File: config.mk
export PLATFORM = sky130hd
export DESIGN_NAME = cd_overlay_timer
export DESIGN_NICKNAME = d
export VERILOG_FILES = /design/src/include/cd_pkg.sv /design/src/verilog/cd_overlay_timer.sv /design/src/verilog/cd_sync.sv /design/src/verilog/cd_dec.sv
export SDC_FILE = /design/constraint.sdc
export NUM_CORES = 1
export LEC_CHECK = 0
export ABC_AREA = 1
export BUFFER_PORTS_ARGS = -buffer_cell sky130_fd_sc_hd__buf_2
export CAP_MARGIN = 30
export CORE_UTILIZATION = 45
export CTS_CLUSTER_DIAMETER = 100
export DETAILED_ROUTE_END_ITERATION = 16
export SYNTH_ARGS = -nofsm -noshare
export SYNTH_HDL_FRONTEND = slang
export SYNTH_SLANG_ARGS = --single-unit
File: constraint.sdc
create_clock -name clk -period 13.6 [get_ports clk]
set_input_delay 2.04 -clock clk [delete_from_list [all_inputs] [get_ports clk]]
set_output_delay 2.04 -clock clk [all_outputs]
set_load 0.05 [all_outputs]
File: src/include/cd_pkg.sv
// Package: constants and carriers for the overlaid three-channel timer
package cd_pkg;

  // ==========================================================
  // Host offsets
  localparam logic [3:0] CD_OFS_CTRL = 4'h3;
  localparam logic [3:0] CD_OFS_OVL  = 4'hD;
  localparam logic [1:0] CD_OFS_BANK = 2'h0;
  localparam int         CD_NCH      = 3;

  // ==========================================================
  // Control byte fields
  localparam logic [1:0] CD_SEL_RB    = 2'h3;
  localparam logic [1:0] CD_ACC_LATCH = 2'h0;
  localparam logic [1:0] CD_ACC_LO    = 2'h1;
  localparam logic [1:0] CD_ACC_HI    = 2'h2;
  localparam logic [1:0] CD_ACC_LOHI  = 2'h3;
  localparam int         CD_RB_CNT    = 5;
  localparam int         CD_RB_STA    = 4;
  localparam int         CD_RB_CH0    = 1;

  // ==========================================================
  // Mode codes after normalisation
  localparam logic [2:0] CD_M0 = 3'h0;
  localparam logic [2:0] CD_M1 = 3'h1;
  localparam logic [2:0] CD_M2 = 3'h2;
  localparam logic [2:0] CD_M3 = 3'h3;
  localparam logic [2:0] CD_M4 = 3'h4;
  localparam logic [2:0] CD_M5 = 3'h5;

  // ==========================================================
  // Reset values
  localparam logic       CD_MAP_RST   = 1'b0;
  localparam logic [7:0] CD_RDATA_RST = 8'h00;

  // ==========================================================
  // Carriers
  typedef struct packed {
    logic counter_select_high;
    logic counter_select_low;
    logic access_order_high;
    logic access_order_low;
    logic operating_mode_bit2;
    logic operating_mode_bit1;
    logic operating_mode_bit0;
    logic bcd;
  } cd_ctrl_s;

  typedef struct packed {
    logic       rd;
    logic       wr;
    logic [3:0] addr;
    logic [7:0] data;
  } cd_io_s;

  typedef struct packed {
    logic [15:0] count;
    logic [15:0] reload;
    logic [15:0] hold;
    logic [7:0]  stat;
    logic [7:0]  lo_tmp;
    logic [2:0]  mode;
    logic [1:0]  acc;
    logic        bcd;
    logic        out;
    logic        run;
    logic        have;
    logic        null_cnt;
    logic        cnt_held;
    logic        sta_held;
    logic        wr_hi;
    logic        rd_hi;
    logic        load_pend;
    logic        trig_pend;
  } cd_chan_s;

  localparam cd_chan_s CD_CHAN_RST = '{out: 1'b1, acc: CD_ACC_LOHI,
                                       default: '0};

endpackage

File: src/verilog/cd_overlay_timer.sv
// Three-channel down-counter overlaid on the parallel group zero offsets
`timescale 1ns/100ps
//
// Contract
// Three independent 16-bit down counters, count up to 65,535.
// Any write at offset 0xD maps counters into offsets 0 to 3.
// A read at offset 0xD maps counters out, parallel group back in.
// Overlay switching never resets or alters counters; they keep running.
// Mode 0: output low on load, high at zero, gate enables counting.
// Mode 1: gate edge drives output low, high at zero, retriggerable.
// Mode 2: divide by N, one-clock low pulse, reload, gate low stops.
// Mode 3: square wave, decrement by two, odd N splits (N+1)/2,(N-1)/2.
// Mode 4: count on write, one-clock low at zero, reload to repeat.
// Mode 5: gate edge starts count, one-clock low at terminal, retrigger.
// Positive clock pulse is one count; gate rising edge is a trigger.
// Control byte: select 7:6, access 5:4, mode 3:1, decimal flag 0.
// Select 0,1,2 picks a counter; select 3 is read-back command.
// Access 00 latch, 01 low byte, 10 high byte, 11 low then high.
// Mode codes per table; top bit ignored for modes 2 and 3.
// Decimal flag 0 counts binary, 1 counts binary-coded decimal.
// Wiring allows event counting and chaining two counters as 32 bits.
// Latch copies count into a hold register; reads return held value.
// Host performs low/high access in pairs to keep byte flip-flop aligned.
// Mapped in, offsets 0,1,2 reach counters, offset 3 takes control.
module cd_overlay_timer (
  input  wire logic           clk,          // 250 MHz system clock
  input  wire logic           sys_rst,      // Synchronous reset
  input  wire cd_pkg::cd_io_s io_req,       // Host I/O strobe, addr, data
  input  wire logic [2:0]     cnt_clk_pin,  // Channel count inputs
  input  wire logic [2:0]     cnt_gate_pin, // Channel gate inputs
  input  wire logic           chain_en_pin, // Chain channel 1 on output 0
  output logic [7:0]          io_rdata,     // Read data, registered
  output logic [2:0]          cnt_out,      // Channel outputs
  output logic                parallel_port_group_zero_sel // Group 0 mapped
);
  import cd_pkg::*;

  // ==========================================================
  // Pin synchronisers
  logic [2:0] clk_rise;
  logic [2:0] gate_lvl;
  logic [2:0] gate_rise;
  logic       chain_lvl;

  for (genvar i = 0; i < CD_NCH; i++) begin : g_pin
    cd_sync u_clk (
      .clk     (clk),
      .sys_rst (sys_rst),
      .pin     (cnt_clk_pin[i]),
      .level   (),
      .rise    (clk_rise[i])
    );
    cd_sync u_gate (
      .clk     (clk),
      .sys_rst (sys_rst),
      .pin     (cnt_gate_pin[i]),
      .level   (gate_lvl[i]),
      .rise    (gate_rise[i])
    );
  end

  cd_sync u_chain (
    .clk     (clk),
    .sys_rst (sys_rst),
    .pin     (chain_en_pin),
    .level   (chain_lvl),
    .rise    ()
  );

  // ==========================================================
  // Host decode
  cd_ctrl_s   cw;
  logic       mapped_reg, mapped_next;
  logic [7:0] rdata_reg, rdata_next;
  logic       ppsel_reg, ppsel_next;
  logic       bank_hit;
  logic       ctrl_wr;
  logic [1:0] sel;
  logic [1:0] acc;
  logic [2:0] mode_new;
  logic [2:0] ch_wr, ch_rd, ch_prog, ch_latch, ch_stlat;
  logic [7:0] ch_rbyte [CD_NCH];

  assign cw       = io_req.data;
  assign bank_hit = mapped_reg && (io_req.addr[3:2] == CD_OFS_BANK);
  assign ctrl_wr  = bank_hit && io_req.wr
                    && (io_req.addr == CD_OFS_CTRL);
  assign sel = {cw.counter_select_high, cw.counter_select_low};
  assign acc = {cw.access_order_high, cw.access_order_low};
  // Top mode bit ignored for rate and square modes
  assign mode_new = cw.operating_mode_bit1
    ? {1'b0, cw.operating_mode_bit1, cw.operating_mode_bit0}
    : {cw.operating_mode_bit2, 1'b0, cw.operating_mode_bit0};

  for (genvar i = 0; i < CD_NCH; i++) begin : g_dec
    assign ch_wr[i] = bank_hit && io_req.wr
                      && (io_req.addr[1:0] == 2'(i));
    assign ch_rd[i] = bank_hit && io_req.rd
                      && (io_req.addr[1:0] == 2'(i));
    assign ch_prog[i] = ctrl_wr && (sel == 2'(i))
                        && (acc != CD_ACC_LATCH);
    assign ch_latch[i] = ctrl_wr && (((sel == 2'(i))
                         && (acc == CD_ACC_LATCH))
                         || ((sel == CD_SEL_RB) && !io_req.data[CD_RB_CNT]
                         && io_req.data[CD_RB_CH0 + i]));
    assign ch_stlat[i] = ctrl_wr && (sel == CD_SEL_RB)
                         && !io_req.data[CD_RB_STA]
                         && io_req.data[CD_RB_CH0 + i];
  end

  // Overlay touches only the decode, never channel state
  always_comb begin
    mapped_next = mapped_reg;
    if (io_req.wr && io_req.addr == CD_OFS_OVL) begin
      mapped_next = 1'b1;
    end else if (io_req.rd && io_req.addr == CD_OFS_OVL) begin
      mapped_next = 1'b0;
    end
    ppsel_next = ~mapped_next;
    rdata_next = rdata_reg;
    if (io_req.rd) begin
      rdata_next = CD_RDATA_RST;
      for (int i = 0; i < CD_NCH; i++) begin
        if (ch_rd[i]) begin
          rdata_next = ch_rbyte[i];
        end
      end
    end
  end

  always_ff @(posedge clk) begin
    if (sys_rst) begin
      mapped_reg <= CD_MAP_RST;
      ppsel_reg  <= ~CD_MAP_RST;
      rdata_reg  <= CD_RDATA_RST;
    end else begin
      mapped_reg <= mapped_next;
      ppsel_reg  <= ppsel_next;
      rdata_reg  <= rdata_next;
    end
  end

  assign io_rdata = rdata_reg;
  assign parallel_port_group_zero_sel = ppsel_reg;

  // ==========================================================
  // Counter channels
  cd_chan_s [2:0] chan_reg;
  cd_chan_s [2:0] chan_next;
  logic     [2:0] tick;

  // Channel 1 may count rising edges of output 0
  assign tick[0] = clk_rise[0];
  assign tick[1] = chain_lvl ? (chan_next[0].out & ~chan_reg[0].out)
                             : clk_rise[1];
  assign tick[2] = clk_rise[2];

  for (genvar i = 0; i < CD_NCH; i++) begin : g_ch
    cd_chan_s    c;
    logic [15:0] dec_val;
    logic [15:0] src;
    logic [15:0] val;
    logic        step2;
    logic        run_en;
    logic        term3;
    logic        ld;

    assign c      = chan_reg[i];
    assign step2  = (c.mode == CD_M3) && !(c.count[0] && c.out);
    assign src    = c.cnt_held ? c.hold : c.count;
    assign run_en = gate_lvl[i] || c.mode == CD_M1 || c.mode == CD_M5;
    assign term3  = (dec_val == 16'h0000)
                    || (dec_val == 16'h0001 && !c.out);

    cd_dec u_dec (
      .value  (c.count),
      .bcd    (c.bcd),
      .step2  (step2),
      .result (dec_val)
    );

    always_comb begin
      if (c.sta_held) begin
        ch_rbyte[i] = c.stat;
      end else if (c.acc == CD_ACC_HI
                   || (c.acc == CD_ACC_LOHI && c.rd_hi)) begin
        ch_rbyte[i] = src[15:8];
      end else begin
        ch_rbyte[i] = src[7:0];
      end
    end

    always_comb begin
      chan_next[i] = c;
      ld  = 1'b0;
      val = c.reload;
      // Host read side effects
      if (ch_rd[i]) begin
        if (c.sta_held) begin
          chan_next[i].sta_held = 1'b0;
        end else if (c.acc == CD_ACC_LOHI) begin
          chan_next[i].rd_hi = !c.rd_hi;
          if (c.rd_hi) begin
            chan_next[i].cnt_held = 1'b0;
          end
        end else begin
          chan_next[i].cnt_held = 1'b0;
        end
      end
      // Second latch ignored until the hold is read
      if (ch_latch[i] && !c.cnt_held) begin
        chan_next[i].cnt_held = 1'b1;
        chan_next[i].hold     = c.count;
      end
      if (ch_stlat[i] && !c.sta_held) begin
        chan_next[i].sta_held = 1'b1;
        chan_next[i].stat = {c.out, c.null_cnt, c.acc, c.mode, c.bcd};
      end
      if (ch_prog[i]) begin
        chan_next[i].mode      = mode_new;
        chan_next[i].acc       = acc;
        chan_next[i].bcd       = cw.bcd;
        chan_next[i].out       = (mode_new != CD_M0);
        chan_next[i].run       = 1'b0;
        chan_next[i].have      = 1'b0;
        chan_next[i].null_cnt  = 1'b1;
        chan_next[i].wr_hi     = 1'b0;
        chan_next[i].rd_hi     = 1'b0;
        chan_next[i].load_pend = 1'b0;
        chan_next[i].trig_pend = 1'b0;
        chan_next[i].cnt_held  = 1'b0;
        chan_next[i].sta_held  = 1'b0;
      end else if (ch_wr[i]) begin
        unique case (c.acc)
          CD_ACC_LO: begin
            ld  = 1'b1;
            val = {8'h00, io_req.data};
          end
          CD_ACC_HI: begin
            ld  = 1'b1;
            val = {io_req.data, 8'h00};
          end
          default: begin
            chan_next[i].wr_hi = !c.wr_hi;
            if (!c.wr_hi) begin
              chan_next[i].lo_tmp = io_req.data;
            end else begin
              ld  = 1'b1;
              val = {io_req.data, c.lo_tmp};
            end
          end
        endcase
        if (ld) begin
          chan_next[i].reload    = val;
          chan_next[i].load_pend = 1'b1;
          chan_next[i].have      = 1'b1;
          chan_next[i].null_cnt  = 1'b1;
          if (c.mode == CD_M0) begin
            chan_next[i].out = 1'b0;
          end
        end
      end else if (tick[i]) begin
        chan_next[i].trig_pend = 1'b0;
        if (c.load_pend && (c.mode == CD_M0 || c.mode == CD_M4
            || ((c.mode == CD_M2 || c.mode == CD_M3) && !c.run))) begin
          chan_next[i].count     = c.reload;
          chan_next[i].run       = 1'b1;
          chan_next[i].load_pend = 1'b0;
          chan_next[i].null_cnt  = 1'b0;
          chan_next[i].out       = (c.mode != CD_M0);
        end else if (c.trig_pend && c.have && c.mode != CD_M0
                     && c.mode != CD_M4) begin
          chan_next[i].count     = c.reload;
          chan_next[i].run       = 1'b1;
          chan_next[i].load_pend = 1'b0;
          chan_next[i].null_cnt  = 1'b0;
          chan_next[i].out       = (c.mode != CD_M1);
        end else if (c.run && run_en) begin
          unique case (c.mode)
            CD_M0: begin
              chan_next[i].count = dec_val;
              if (dec_val == 16'h0000) begin
                chan_next[i].out = 1'b1;
              end
            end
            CD_M1: begin
              chan_next[i].count = dec_val;
              if (dec_val == 16'h0000) begin
                chan_next[i].out = 1'b1;
                chan_next[i].run = 1'b0;
              end
            end
            CD_M2: begin
              if (c.count == 16'h0001) begin
                chan_next[i].count     = c.reload;
                chan_next[i].out       = 1'b1;
                chan_next[i].load_pend = 1'b0;
                chan_next[i].null_cnt  = 1'b0;
              end else begin
                chan_next[i].count = dec_val;
                if (dec_val == 16'h0001) begin
                  chan_next[i].out = 1'b0;
                end
              end
            end
            CD_M3: begin
              if (term3) begin
                chan_next[i].count     = c.reload;
                chan_next[i].out       = !c.out;
                chan_next[i].load_pend = 1'b0;
                chan_next[i].null_cnt  = 1'b0;
              end else begin
                chan_next[i].count = dec_val;
              end
            end
            CD_M4, CD_M5: begin
              if (!c.out) begin
                chan_next[i].out = 1'b1;
                chan_next[i].run = 1'b0;
              end else begin
                chan_next[i].count = dec_val;
                if (dec_val == 16'h0000) begin
                  chan_next[i].out = 1'b0;
                end
              end
            end
          endcase
        end
      end
      // Gate low forces rate and square outputs high
      if (!gate_lvl[i] && (c.mode == CD_M2 || c.mode == CD_M3)) begin
        chan_next[i].out = 1'b1;
      end
      if (gate_rise[i]) begin
        chan_next[i].trig_pend = 1'b1;
      end
    end

    always_ff @(posedge clk) begin
      if (sys_rst) begin
        chan_reg[i] <= CD_CHAN_RST;
      end else begin
        chan_reg[i] <= chan_next[i];
      end
    end

    assign cnt_out[i] = chan_reg[i].out;
  end

endmodule // cd_overlay_timer

File: src/verilog/cd_sync.sv
// Two-stage pin synchroniser with rising-edge detect
`timescale 1ns/100ps
module cd_sync (
  input  wire logic clk,     // System clock
  input  wire logic sys_rst, // Synchronous reset
  input  wire logic pin,     // Asynchronous pin
  output logic      level,   // Synchronised level
  output logic      rise     // One-cycle rising edge
);
  logic meta_reg, sync_reg, prev_reg;
  logic meta_next, sync_next, prev_next;

  always_comb begin
    meta_next = pin;
    sync_next = meta_reg;
    prev_next = sync_reg;
  end

  always_ff @(posedge clk) begin
    if (sys_rst) begin
      meta_reg <= 1'b0;
      sync_reg <= 1'b0;
      prev_reg <= 1'b0;
    end else begin
      meta_reg <= meta_next;
      sync_reg <= sync_next;
      prev_reg <= prev_next;
    end
  end

  assign level = sync_reg;
  assign rise  = sync_reg & ~prev_reg;
endmodule // cd_sync

File: src/verilog/cd_dec.sv
// Binary or decimal decrement by one or two
`timescale 1ns/100ps
module cd_dec (
  input  wire logic [15:0] value,  // Present count
  input  wire logic        bcd,    // Decimal counting
  input  wire logic        step2,  // Subtract two
  output logic [15:0]      result  // Decremented count
);
  logic [4:0]  brw;
  logic [15:0] dres;
  logic [15:0] bres;

  assign brw[0] = 1'b0;
  assign bres   = value - (step2 ? 16'h0002 : 16'h0001);

  // Digit-wise subtract with borrow ripple
  for (genvar k = 0; k < 4; k++) begin : g_dig
    logic [3:0] sub;
    logic [4:0] diff;
    assign sub  = (k == 0) ? {2'h0, step2, ~step2} : {3'h0, brw[k]};
    assign diff = {1'b0, value[4*k +: 4]} - {1'b0, sub};
    assign brw[k+1] = diff[4];
    assign dres[4*k +: 4] = diff[4] ? diff[3:0] + 4'hA : diff[3:0];
  end

  assign result = bcd ? dres : bres;
endmodule // cd_dec

# Yosys cells after proc, flatten, opt, wreduce, memory -nomap -nowiden
# Index checks and enable logic that the tools add are counted.
dict set report word_totals {
  in_bits 23
  romBits 0
  wordCells 643
  mem_count 0
  out_inout_bits 12
  ff_bits 270
  ram_bits 0
  latch_bits 0
}
dict set report classes {
  n_mul 0
  shifts 0
  n_eq_ne 87
  magnitude_cmp 0
  mux 197
  n_reduce_logical 222
  addsub 27
  div 0
  bitwise_logic 33
}
# cell count
set op_table {}
lappend op_table {{two-way mux 16 bit} 27}
lappend op_table {{one-hot mux 16 bit (4 select lines)} 3}
lappend op_table {{two-way mux 1 bit} 103}
lappend op_table {{equality test 16 x 1 -> 1 bit (second input constant)} 6}
lappend op_table {{one-hot mux 16 bit (2 select lines)} 3}
lappend op_table {{logical AND 1 bit} 72}
lappend op_table {{two-way mux 8 bit} 9}
lappend op_table {{two-way mux 4 bit} 15}
lappend op_table {{two-way mux 2 bit} 27}
lappend op_table {{AND reduction 6 bit} 9}
lappend op_table {{adder 4 bit (second input constant)} 12}
lappend op_table {{logical NOT 16 bit} 3}
lappend op_table {{nonzero test 3 bit} 16}
lappend op_table {{subtractor 16 bit} 3}
lappend op_table {{subtractor 4 x 1 -> 5 bit} 9}
lappend op_table {{inequality test 3 x 1 -> 1 bit (second input constant)} 11}
lappend op_table {{inequality test 6 x 3 -> 1 bit (second input constant)} 5}
lappend op_table {{inequality test 6 x 4 -> 1 bit (second input constant)} 5}
lappend op_table {{nonzero test 5 bit} 6}
lappend op_table {{OR reduction 2 bit} 14}
lappend op_table {{logical NOT 1 bit} 26}
lappend op_table {{NOT 1 bit} 26}
lappend op_table {{logical OR 1 bit} 24}
lappend op_table {{inequality test 4 bit (second input constant)} 6}
lappend op_table {{other kinds (29)} 126}

# Depth between registers and ports, before layout
dict set report logic_depth {
  ltp_word 29
  depth_mapped 56
  ltp_nobuf 54
}

# Modules after synthesis
# Synthesis repeated with hierarchy kept, for this count alone.
dict set report hier_totals {
  cells_unflattened 2394
  hier_area_um2 15757.6
}
# module area_each_um2 seq_area_each_um2 n_inst cells_each
set by_module_without_submodules {}
lappend by_module_without_submodules {cd_overlay_timer 12268.0 5004.8 1 1774}
lappend by_module_without_submodules {{cd_dec at g_ch[0].u_dec} 985.9 0.0 1 188}
lappend by_module_without_submodules {{cd_dec at g_ch[2].u_dec} 952.2 0.0 1 178}
lappend by_module_without_submodules {{cd_dec at g_ch[1].u_dec} 947.2 0.0 1 184}
lappend by_module_without_submodules {cd_sync 86.3 60.1 7 10}

# Worst setup path before layout
# Ideal clock, no wire load.
dict set report synth_timing {
  path_kind {register to register}
  start {reg chan_reg[14] (netlist name)}
  end {reg chan_reg[155] (netlist name)}
  arrival_time_ns 6.065
  n_path_buf 2
  t_required_ns 13.468
  setup_ns 0.132
  path_stages_with_launch 54
  synth_period_minus_slack_ns 6.197
  setup_slack_ns 7.403
  path_cell_list {dfxtp_1 inv_1 nor2_1 inv_1 nor2_1 inv_1 clkbuf_1 a21oi_1 inv_1 ha_1 fa_1 nand2_4 inv_2 ha_1 ha_1 nand2_1 inv_2 ha_1 (+18 left out) nand2_1 nand2_1 nand2_1 nand2_1 nand2_1 nand2_1 nand2_1 nand2_1 nand2_1 nand2_1 nand2_2 nand2_4 nand2_4 inv_4 buf_6 nand2_2 o21ai_2 nor2_2}
}
dict set report synth_between {
  elab_chain_cells 25
  word_cells_on_any_way 62
  cone_classes {add/sub: 9; eq/ne: 8; mux: 24; bitwise: 2; reduce/logical: 19}
}
# item line_no
set synth_lines {}
lappend synth_lines {{start, declared} cd_overlay_timer.sv:148} ;# cd_chan_s [2:0] chan_reg;
lappend synth_lines {{start signal, assigned by index} cd_overlay_timer.sv:343} ;# chan_reg[i] <= chan_next[i];
lappend synth_lines {{equality test 3 x 2 -> 1 bit} n/a}
lappend synth_lines {{logical AND 1 bit} cd_overlay_timer.sv:169} ;# assign step2 = (c.mode == CD_M3) && !(c.count[0] && c.out);
lappend synth_lines {{NOT 1 bit} cd_dec.sv:20} ;# assign sub = (k == 0) ? {2'h0, step2, ~step2} : {3'h0, brw[k]};
lappend synth_lines {{subtractor 4 x 2 -> 5 bit} cd_dec.sv:21} ;# assign diff = {1'b0, value[4*k +: 4]} - {1'b0, sub};
lappend synth_lines {{subtractor 4 x 1 -> 5 bit (3 in series)} cd_dec.sv:21}
lappend synth_lines {{adder 4 bit} cd_dec.sv:23} ;# assign dres[4*k +: 4] = diff[4] ? diff[3:0] + 4'hA : diff[3:0];
lappend synth_lines {{two-way mux 4 bit} cd_dec.sv:23}
lappend synth_lines {{two-way mux 16 bit} cd_dec.sv:26} ;# assign result = bcd ? dres : bres;
lappend synth_lines {{(+7 left out)} n/a}
lappend synth_lines {{two-way mux 2 bit} cd_overlay_timer.sv:264} ;# if (c.load_pend && (c.mode == CD_M0 || c.mode == CD_M4
lappend synth_lines {{two-way mux 2 bit} cd_overlay_timer.sv:262} ;# end else if (tick[i]) begin
lappend synth_lines {{two-way mux 1 bit} cd_overlay_timer.sv:233} ;# end else if (ch_wr[i]) begin
lappend synth_lines {{two-way mux 4 bit} cd_overlay_timer.sv:219} ;# if (ch_prog[i]) begin
lappend synth_lines {{two-way mux 1 bit *} cd_overlay_timer.sv:331} ;# if (!gate_lvl[i] && (c.mode == CD_M2 || c.mode == CD_M3)) begin
lappend synth_lines {{bitwise AND 1 bit *} cd_overlay_timer.sv:154} ;# assign tick[1] = chain_lvl ? (chan_next[0].out & ~chan_reg[0].out)
lappend synth_lines {{two-way mux 1 bit *} cd_overlay_timer.sv:154}
lappend synth_lines {{AND reduction 5 bit (no source line) *} n/a}
# Mark *: on every way between the ends. The rest lies on a longest branch, timed or not. The select of a mux whose other input is x is not followed.
# A chain may end at the register's enable or synchronous reset.

# Final worst setup path
dict set report layout_timing {
  start {reg chan_reg[14] (netlist name)}
  end {reg chan_reg[149] (netlist name)}
}
# Same word-level chain as after synthesis.

==> run summary <==
Max reg flops: 237
Seq cells post-synth: 270
Clk root buf: clkbuf_16
Max Slew Vio Count: 0
Status: completed
Syn nets: 2538
Fin worst setup slack: 6.269 ns
Critical Path Max Stage Delay: 0.50 ns
GP Congestion: 0.9611
CP required: 14.06 ns
Final-report hold violation count: 0
Detailed Routing Iterations Pass 1: 8
Post_cts resized: 0
Skew final: 0.01734 ns
Post-route cell area: 17910 um^2
Post-synthesis async set-or-reset flop share: 0%
Peak supply drop: 0.00009062 V
Number of remaining DRC errors: 0
Register area share after synthesis: 32.90%
Post-Route WL: 53.73 mm
Initial antenna violation count: 0
Ys flop type: dfxtp_1
H-tree depth: 1
Worst path slowest cell: fa_1
Postcts setup bufs: 0
Cts bufs inserted: 31
Critical path's top delay family: simple AND/OR/NAND/NOR gates
Post-DP Area: 16820 um^2
Cells after Synth: 2467
Nets: 2503
Vias: 16.70k
Pin count of the biggest net entering global routing: 109
Slew @ Worst Pin: 1.089 ns
Final core utilization: 50.12%
Leak: 7.331 nW
Synth warnings: 0
Core ar.: 35740 um^2
Hold_buf cts: 0
Critical path arrival: 7.79 ns
WP buf/inv: 9
Clock transition at the registers of the reported paths: 0.06 ns
CTS Sinks: 270
Number of diodes: 0
Filler instances: 3661
Pwr dens: 96.52 nW/um^2
Kind of critical path: reg2reg
RSZ-0062 raised after global routing: no
Netlist cell types: 56
Die Y: 193.1 um
TritonCTS clock tree: done
Endpoints failing setup: 0
EDFF count, synth: 0
Worst setup SP type: flop
Initial core utilization: 45.96%
Fmax: 136.4 MHz
Clock Latency Late Sink: 0.57 ns
Max cap viols: 0
FP Rows: 69
Final Non-Filler Cells: 2917
Hold Path Class: reg2reg
Grt total ovfl: 0
Crit. End Element: flop
Number of global-route vias before repair: 15.26k
First-pass GRT wire length: 84.57 mm
Mean routed wirelength per cell: 18.42 um
Fin Setup TNS: 0 ns
CTS Buffer Depth: 3
Mean Syn Cell Area: 6.659 um^2
Die Wd: 193.1 um
DP Worst Slack: 6.373 ns
DRT iter0 DRCs: 1521
Share of cells above drive strength 1: 7.980%
Gr usage total: 28.63%
Cell Area, Synth: 16430 um^2
Slew headroom: 26.98%
Final Critical Period: 7.331 ns
Final ANT Viol Nets: 0
Vias per cell: 5.724
Area grow syn2layout: 9.056%
Dpl cells: 2859
Critical Path Fanout Max: 21
DIE AREA: 37270 um^2
HPWL Detailed: 38.97 mm
I/O Pins: 35
Most used cell along the critical path: nand2_1
Crit share post-route: 53.91%
Port Buffer Count: 34
==> worst reg2reg max path, delay by kind of cell, from the launching register on <==
family | cells | cell delay [ns]
simple gates | 31 | 2.84
fa+ha+maj | 9 | 2.21
buf+inv | 9 | 1.07
compound gates | 3 | 0.68
flops | 1 | 0.43
==> placed cells by master, fill, tap and decap left out, types with 14 or more instances in the layout <==
| cell type | netlist | final |
|---|---|---|
| xor2_1 | 22 | 22 |
| a211oi_1 | 28 | 28 |
| o211ai_1 | 55 | 55 |
| dfxtp_1 | 270 | 270 |
| nand3_1 | 134 | 134 |
| o21ai_0 | 242 | 242 |
| o221ai_1 | 28 | 28 |
| clkbuf_16 | 0 | 31 |
| buf_4 | 5 | 14 |
| a31oi_1 | 33 | 33 |
| nand4_1 | 23 | 23 |
| nand2_1 | 425 | 425 |
| o21ai_1 | 21 | 20 |
| buf_2 | 7 | 34 |
| a21oi_1 | 232 | 232 |
| inv_1 | 320 | 319 |
| nor3_1 | 33 | 33 |
| inv_2 | 18 | 18 |
| nor2_2 | 18 | 18 |
| ha_1 | 45 | 45 |
| nor2_1 | 233 | 233 |
==> path summary, 6_finish.rpt <==
path               startpoint             to  slack, ns  cells after the start
min reg2reg  u_chain.meta_reg  u_chain.level       0.40                      2
min          u_chain.meta_reg  u_chain.level       0.40                      2
max              chan_reg[14]  chan_reg[149]       6.27                     52
max reg2reg      chan_reg[14]  chan_reg[149]       6.27                     52
==> logic make-up after synthesis <==
family                     synth area share [%]
and+or+nand+nor                           24.58
xor gates and xnor gates                  1.714
buffers and inverters                     10.92
DFF                                       32.90
AOI/OAI and AO/OA                         26.09
adders and majority gates                 3.793
==> power by group <==
part           internal [mW]  switching (mW)  total [mW]
Sequential             0.795         0.00227       0.797
Combinational         0.0116          0.0415      0.0531
Clock                  0.527           0.352       0.879
==> layer usage <==
metal	vias up	routed length, um	GRT usage (%)
met5	-	0	0
met4	0	1918	10.07
met3	113	2415	2.860
met2	482	24730	47.07
met1	7830	24680	38.89
li1	8273	-	-
==> area by class of cell <==
class,instances,area (um^2),share of cell area (%)
sequential,270,5405,30.17
timing repair buffer,50,317.8,1.774
tap,461,576.8,3.220
inverter,348,1310,7.312
clock buffer,46,932.1,5.203
clock inverter,11,136.4,0.7613
multi-input combinational,1731,9236,51.56
==> synth_stat cells, types with 5 or more instances <==
cell type	number	area, um^2
a211oi_1	28	210.2
o32ai_1	13	113.9
nor3_1	33	165.2
ha_1	45	563.0
xnor2_1	7	61.31
inv_1	320	1201
nand2_1	425	1595
nand4_1	23	143.9
nor2_2	18	112.6
o221ai_1	28	245.2
a21oi_1	232	1161
o22ai_1	13	81.33
buf_2	7	35.03
nand2_2	13	81.33
o21ai_0	242	1211
xor2_1	22	192.7
clkbuf_1	100	375.4
o31ai_1	12	90.09
nor2_1	233	874.6
a22oi_1	9	67.56
nor4_1	7	43.79
o311ai_0	5	43.79
o211ai_1	55	412.9
a221oi_1	8	70.07
a31oi_1	33	206.5
nor3_2	7	70.07
dfxtp_1	270	5405
o21ai_1	21	105.1
nand3_1	134	670.6
buf_4	5	37.54
o21ai_2	9	78.83
nor2_4	8	90.09
clkinv_1	9	33.78
inv_2	18	67.56
==> metrics by stage <==
| step | hold WS [ns] | power, mW |
|---|---|---|
| after floorplan | 0.3883 | 0.8465 |
| after global placement | 0.3976 | 0.8662 |
| after detailed placement | 0.3998 | 0.8664 |
| after CTS | 0.4055 | 1.738 |
| after global routing | 0.4083 | 1.776 |
| final | 0.4023 | 1.729 |
No activity file was read; power rests on OpenSTA's default activity.
